File: config.mk
export PLATFORM = sky130hd
export DESIGN_NAME = dmx_exec
export DESIGN_NICKNAME = d
export VERILOG_FILES = /design/src/dmx_pkg.sv /design/src/dmx_exec.sv /design/src/dmx_quarter.sv
export VERILOG_INCLUDE_DIRS = /design/src
export SDC_FILE = /design/constraint.sdc
export NUM_CORES = 1
export LEC_CHECK = 0
export BUFFER_PORTS_ARGS = -buffer_cell sky130_fd_sc_hd__buf_2
export CORE_MARGIN = 1.5
export CORE_UTILIZATION = 25
export CTS_BUF_LIST = sky130_fd_sc_hd__clkbuf_4 sky130_fd_sc_hd__clkbuf_8 sky130_fd_sc_hd__clkbuf_16
export DETAILED_ROUTE_END_ITERATION = 10
export GPL_TIMING_DRIVEN = 0
export SLEW_MARGIN = 25
export SYNTH_ARGS = -nofsm -noshare
export SYNTH_HDL_FRONTEND = slang
export SYNTH_SLANG_ARGS = --single-unit
File: constraint.sdc
create_clock -name core_clk -period 3.95 [get_ports core_clk]
set_input_delay 0.5925 -clock core_clk [delete_from_list [all_inputs] [get_ports core_clk]]
set_output_delay 0.5925 -clock core_clk [all_outputs]
set_load 0.05 [all_outputs]
File: src/dmx_map.svh
// Constants for the data-move instruction executor: opcodes, fields, timing.
// Assumes a 16-bit instruction word and a 12-bit data address space.
`ifndef DMX_MAP_SVH
`define DMX_MAP_SVH
`define DMX_OP_MOVE_HI 6'h14
`define DMX_OP_COPY_HI 4'hC
`define DMX_OP_SECOND 4'hF
`define DMX_OP_BANK_HI 8'h01
`define DMX_DEST_BIT 9
`define DMX_ACCESS_BIT 8
`define DMX_ACCESS_SPLIT 8'h80
`define DMX_ACCESS_HIGH_BANK 4'hF
`define DMX_BANK_RESET 8'h00
`define DMX_WREG_ADDR 12'hFE8
`define DMX_CLK_HZ 10000000
`define DMX_QUARTERS 4
`endif

File: src/dmx_pkg.sv
// Types shared by the data-move executor.
// Assumes dmx_map.svh is compiled alongside.
package dmx_pkg;
    typedef enum logic [1:0] {DMX_IDLE, DMX_COPY_SRC, DMX_COPY_DST} dmx_state_t;
    typedef struct packed {
        logic        we;
        logic [11:0] addr;
        logic [7:0]  wdata;
    } dmx_mem_t;
    typedef struct packed {
        logic neg;
        logic zero;
    } dmx_flags_t;
endpackage

File: src/dmx_exec.sv
// Executes file_reg_move, file_to_file_copy and bank_literal_load.
// Assumes fetch supplies words at quarter 0 and memory read data is
// combinational from mem_raddr at quarter 1.
//
// Summary of operation
// - Destination bit 0 writes W, 1 (default) writes back to the file.
// - Access bit 0 picks the access bank, 1 uses the bank register.
// - The 8-bit operand reaches any byte of the selected 256-byte bank.
// - file_to_file_copy is two words: 1100 and source, 1111 and dest.
// - Both copy addresses span the whole 4096-byte space with no banking.
// - The working register may be the copy's source or destination.
// - The copy takes two cycles, reads first, writes in the last quarter.
// - bank_literal_load writes the bank register, flags kept.
`timescale 1ns/1ps
`include "dmx_map.svh"
module dmx_exec (
    input wire logic core_clk,
    input wire logic rst_n,
    input wire logic [15:0] instr,
    input wire logic instr_valid,
    input wire logic [7:0] mem_rdata,
    input wire logic [7:0] wreg_in,
    output logic [11:0] mem_raddr,
    output logic mem_re,
    output dmx_pkg::dmx_mem_t mem_wr,
    output logic wreg_we,
    output logic [7:0] wreg_out,
    output dmx_pkg::dmx_flags_t flags,
    output logic flags_we,
    output logic [7:0] bank_pointer_register,
    output logic busy,
    output logic [1:0] quarter
);
    // ****************************************************************
    // Reset release
    // ****************************************************************
    logic rst_meta;
    logic rst_sync_n;
    always_ff @(posedge core_clk or negedge rst_n) begin
        if (!rst_n) begin
            rst_meta <= 1'b0;
            rst_sync_n <= 1'b0;
        end else begin
            rst_meta <= 1'b1;
            rst_sync_n <= rst_meta;
        end
    end

    // ****************************************************************
    // Quarter phases
    // ****************************************************************
    logic [1:0] q;
    dmx_quarter #(.QUARTERS(`DMX_QUARTERS)) u_quarter (
        .core_clk(core_clk),
        .rst_n(rst_sync_n),
        .quarter(q)
    );

    // ****************************************************************
    // State
    // ****************************************************************
    typedef struct packed {
        dmx_pkg::dmx_state_t st;
        logic [15:0] ir;
        logic [7:0] data;
        logic [11:0] raddr;
        logic re;
        dmx_pkg::dmx_mem_t wr;
        logic wwe;
        logic [7:0] wout;
        dmx_pkg::dmx_flags_t fl;
        logic fwe;
        logic [7:0] bank;
        logic [1:0] qo;
        logic bsy;
    } dmx_regs_t;
    dmx_regs_t r;
    dmx_regs_t next_r;

    logic is_move;
    logic is_copy;
    logic is_bank;
    logic [11:0] move_addr;
    assign is_move = r.ir[15:10] == `DMX_OP_MOVE_HI;
    assign is_copy = r.ir[15:12] == `DMX_OP_COPY_HI;
    assign is_bank = r.ir[15:8] == `DMX_OP_BANK_HI;
    // Low half of access bank is RAM, high half the special registers
    always_comb begin
        if (!r.ir[`DMX_ACCESS_BIT]) begin
            move_addr = {(r.ir[7:0] >= `DMX_ACCESS_SPLIT) ?
                `DMX_ACCESS_HIGH_BANK : 4'h0, r.ir[7:0]};
        end else begin
            move_addr = {r.bank[3:0], r.ir[7:0]};
        end
    end

    always_comb begin
        next_r = r;
        next_r.re = 1'b0;
        next_r.wr.we = 1'b0;
        next_r.wwe = 1'b0;
        next_r.fwe = 1'b0;
        next_r.qo = q;
        case (r.st)
            dmx_pkg::DMX_IDLE: begin
                // A spent word is dropped so it cannot run a second time
                if (q == 2'h0) begin
                    next_r.ir = instr_valid ? instr : 16'h0000;
                end
                if (q == 2'h1) begin
                    if (is_move) begin
                        next_r.raddr = move_addr;
                        next_r.re = 1'b1;
                    end else if (is_copy) begin
                        // Source taken as is; W lives at a mapped address
                        next_r.raddr = r.ir[11:0];
                        next_r.re = 1'b1;
                    end
                end
                if (q == 2'h2 && r.re) begin
                    // W comes in on its own port, not from memory
                    if (r.raddr == `DMX_WREG_ADDR) begin
                        next_r.data = wreg_in;
                    end else begin
                        next_r.data = mem_rdata;
                    end
                end
                if (q == 2'h3) begin
                    if (is_move) begin
                        // One cycle, flags follow the moved byte
                        next_r.fl.neg = r.data[7];
                        next_r.fl.zero = r.data == 8'h00;
                        next_r.fwe = 1'b1;
                        if (r.ir[`DMX_DEST_BIT]) begin
                            next_r.wr.we = 1'b1;
                            next_r.wr.addr = move_addr;
                            next_r.wr.wdata = r.data;
                        end else begin
                            next_r.wwe = 1'b1;
                            next_r.wout = r.data;
                        end
                    end else if (is_bank) begin
                        next_r.bank = r.ir[7:0];
                    end else if (is_copy) begin
                        next_r.st = dmx_pkg::DMX_COPY_SRC;
                    end
                end
            end
            dmx_pkg::DMX_COPY_SRC: begin
                // Second word fetched; no read issued in this cycle
                if (q == 2'h0) begin
                    next_r.ir = instr_valid ? instr : 16'h0000;
                end
                if (q == 2'h3) begin
                    if (r.ir[15:12] == `DMX_OP_SECOND) begin
                        next_r.wr.we = 1'b1;
                        next_r.wr.addr = r.ir[11:0];
                        next_r.wr.wdata = r.data;
                        // Mirror to W so a copy into W lands there too
                        next_r.wwe = r.ir[11:0] == `DMX_WREG_ADDR;
                        next_r.wout = r.data;
                    end
                    next_r.st = dmx_pkg::DMX_IDLE;
                end
            end
            default: begin
                next_r.st = dmx_pkg::DMX_IDLE;
            end
        endcase
        next_r.bsy = next_r.st != dmx_pkg::DMX_IDLE;
    end

    always_ff @(posedge core_clk or negedge rst_sync_n) begin
        if (!rst_sync_n) begin
            r <= '0;
            r.st <= dmx_pkg::DMX_IDLE;
            r.bank <= `DMX_BANK_RESET;
        end else begin
            r <= next_r;
        end
    end

    assign mem_raddr = r.raddr;
    assign mem_re = r.re;
    assign mem_wr = r.wr;
    assign wreg_we = r.wwe;
    assign wreg_out = r.wout;
    assign flags = r.fl;
    assign flags_we = r.fwe;
    assign bank_pointer_register = r.bank;
    assign busy = r.bsy;
    assign quarter = r.qo;
endmodule

File: src/dmx_quarter.sv
// Quarter-cycle counter that splits each instruction cycle into four phases.
// Assumes an active-low reset from the top module, asserted at once and released in step with core_clk.
`timescale 1ns/1ps
`include "dmx_map.svh"
module dmx_quarter #(
    parameter int QUARTERS = `DMX_QUARTERS
) (
    input wire logic core_clk,
    input wire logic rst_n,
    output logic [1:0] quarter
);
    initial begin
        if (QUARTERS != 4) begin
            $error("dmx_quarter supports exactly four quarters");
        end
    end
    always_ff @(posedge core_clk or negedge rst_n) begin
        if (!rst_n) begin
            quarter <= 2'h0;
        end else begin
            quarter <= quarter + 2'h1;
        end
    end
endmodule

==> results.sh <==
export IMPL_status="complete, no violations"
export IMPL_io_pins=92
export IMPL_worstMarginPinSlew_ns=0.9590
export IMPL_final_hold_viol_count=0
export IMPL_initial_utilization_pct=25.61
export IMPL_clock_sinks=87
export IMPL_wirelength_um=9460
export IMPL_ant_nets=0
export IMPL_leakagePower_uw=0.002580
export IMPL_grt_max_degree=49
export IMPL_place_hpwl_um=7322
export IMPL_cts_root_buf="clkbuf_16"
export IMPL_grt_remaining_overflow=0
export IMPL_period_needed_ns=2.407
export IMPL_seq_area_frac_synth_pct=53.52
export IMPL_required_ns=4.17
export IMPL_syn_area_um2=4068
export IMPL_startpoint_type="flop"
export IMPL_netlist_area_leader_share_pct=53.52
export IMPL_finalCritPeriodShare_pct=60.94
export IMPL_post_cts_setup_buffers=0
export IMPL_drtPass1Iterations=4
export IMPL_slew_viol_final=0
export IMPL_row_count=46
export IMPL_cts_tree="built"
export IMPL_mostFrequentLayoutCells="buf_2, dfrtp_1, buf_4, nand2_1, mux2_2"
export IMPL_slew_headroom_pct=35.72
export IMPL_r2r_end="mem_wr[4]$_DFFE_PN0P_"
export IMPL_numCtsBuffers=9
export IMPL_final_cells=682
export IMPL_drt_iter0_markers=148
export IMPL_htreeDepth=3
export IMPL_die_area_um2=17040
export IMPL_final_common_cell="buf_2"
export IMPL_insertedDiodeCount=0
export IMPL_fin_worst_skew_ns=0.006866
export IMPL_core_area_um2=15890
export IMPL_post_synth_top_area_cell="dfrtp_1"
export IMPL_path_clk_slew_ns=0.06
export IMPL_path_max_fanout=10
export IMPL_insertion_delay_ns=0.34
export IMPL_viasPerCell=4.224
export IMPL_ys_seq_elements=87
export IMPL_ys_types=41
export IMPL_port_buffers=90
export IMPL_tns_ns=0
export IMPL_r2r_start="u_quarter.quarter[0]$_DFF_PN0_"
export IMPL_drcViolationCount=0
export IMPL_avgSynthCellArea_um2=11.30
export IMPL_synth_edff_count=0
export IMPL_fillCellCount=1667
export IMPL_hold_path_class="input port to asynchronous set/reset pin"
export IMPL_synth_net_count=399
export IMPL_r2r_setup_slack_ns=1.54
export IMPL_die_w_um=130.6
export IMPL_critPathCaptureType="flop"
export IMPL_synthTopCellsByArea="dfrtp_1, mux2_2, buf_4"
export IMPL_fin_nets=501
export IMPL_cts_hold_buf=0
export IMPL_layout_drive_gt1_share_pct=45.49
export IMPL_netlist_instances=360
export IMPL_worstPathArrival_ns=2.62
export IMPL_ys_async_sr_fraction_pct=100.0
export IMPL_crit_type="flop to flop"
export IMPL_ys_warnings_count=0
export IMPL_grt_pass1_vias=2800
export IMPL_ctsResizeCount=0
export IMPL_wl_per_cell_um=13.87
export IMPL_grt_pass1_wl_um=14930
export IMPL_reg2reg_depth=6
export IMPL_grt_use_total_pct=11.64
export IMPL_dp_cells=667
export IMPL_antenna_found_initial=0
export IMPL_dieHeight_um=130.6
export IMPL_vias=2881
export IMPL_place_congestion=0.8665
export IMPL_fmax_mhz=415.5
export IMPL_rsz0062_at_grt="no"
export IMPL_cap_violations=0
export IMPL_cts_buffer_depth=2
export IMPL_powerDensity_nw_per_um2=434.9
export IMPL_setup_viol=0
export IMPL_ir_drop_v=0.0002189
export IMPL_synth_flop_cell="dfrtp_1"
export IMPL_area_delta_synth_final_pct=26.27
flip-flops by register name (all words and copies together) (netlist names):
signal                 count
flags_we                   1
mem_re                     1
bank_pointer_register      8
mem_raddr                 12
flags                      2
wreg_out                   8
u_quarter.quarter          2
r                         26
mem_wr                    21
quarter                    2
rst_sync_n                 1
rst_meta                   1
busy                       1
wreg_we                    1
area by class of cell:
type	instances	area [um2]	share of cell area, %
multi-input cells	198	1399	27.24
clock inverters	4	70.07	1.364
plain buffers	67	461.7	8.989
clock buffers	11	246.5	4.799
inverters	8	30.03	0.5847
repair buffers	91	478.0	9.306
well taps	216	270.3	5.262
flip-flops and latches	87	2181	42.46
critical path: stages, from the launching register on:
cell	delay, ns
dfrtp_1	0.41
ha_1	0.25
nor3b_1	0.44
nand2_1	0.13
o21ai_2	0.46
buf_6	0.24
mux2_2	0.35
metrics by stage:
step	util (%)	power [uW]	hold slack [ns]	cell area [um2]	setup slack (ns)
CTS	32.33	2267	0.01583	5136	1.530
global placement	30.14	1343	0.3381	4788	0.4607
finish	32.33	2234	0.03189	5136	1.543
floorplan	-	1259	0.2969	4068	1.347
detailed placement	30.34	1356	0.3317	4820	1.552
global route	32.33	2336	0.01131	5136	1.388
synthesized netlist by cell type (2+ instances only):
| library cell | instances |
|---|---|
| nand3_1 | 7 |
| inv_1 | 8 |
| a21oi_1 | 13 |
| nor4_1 | 4 |
| nand3b_1 | 4 |
| buf_2 | 3 |
| nor4b_1 | 2 |
| a22oi_1 | 3 |
| clkbuf_1 | 10 |
| nand2b_1 | 6 |
| or2_2 | 2 |
| o21ai_0 | 19 |
| ha_1 | 4 |
| o2bb2ai_1 | 3 |
| buf_4 | 53 |
| and2_1 | 2 |
| nor2_1 | 10 |
| nand2_1 | 45 |
| mux2i_1 | 9 |
| dfrtp_1 | 87 |
| conb_1 | 2 |
| nand4b_1 | 3 |
| mux2_2 | 40 |
| o211ai_1 | 3 |
| nand4_1 | 2 |
metal layers:
| metal | up-vias | track usage [%] | wire length, um |
|---|---|---|---|
| met5 | - | 0 | 0 |
| met4 | 0 | 3.297 | 113 |
| met3 | 11 | 3.176 | 554 |
| met2 | 84 | 18.08 | 4273 |
| met1 | 1406 | 15.96 | 4518 |
| li1 | 1380 | - | - |
logic make-up after synthesis:
| group | share of synthesized area, % |
|---|---|
| AO/OA/AOI/OAI | 7.413 |
| buffers and inverters | 12.09 |
| other | 0.1846 |
| multiplexers | 13.29 |
| flip-flops | 53.52 |
| AND/OR/NAND/NOR | 12.27 |
| adder cells (fa/ha/maj) | 1.230 |
power breakdown:
group	internal (uW)	leakage, uW	switching [uW]
sequential	948	0.00113	61.7
clock	572	0.000159	328
combinational	121	0.00129	203
total	1640	0.00258	593
worst max path at each step:
stage	from	cells past startpoint	to	slack, ns
global route	u_quarter.quarter[1]$_DFF_PN0_	6	mem_wr[3]$_DFFE_PN0P_	1.39
global placement	rst_sync_n$_DFF_PN0_	0	flags_we$_DFF_PN0_	0.46
CTS	u_quarter.quarter[0]$_DFF_PN0_	6	mem_wr[1]$_DFFE_PN0P_	1.53
finish	u_quarter.quarter[0]$_DFF_PN0_	6	mem_wr[4]$_DFFE_PN0P_	1.54
floorplan	rst_sync_n$_DFF_PN0_	0	bank_pointer_register[0]$_DFFE_PN0P_	1.35
detailed placement	u_quarter.quarter[0]$_DFF_PN0_	6	mem_wr[1]$_DFFE_PN0P_	1.55
No activity file was read; power rests on OpenSTA's default activity.
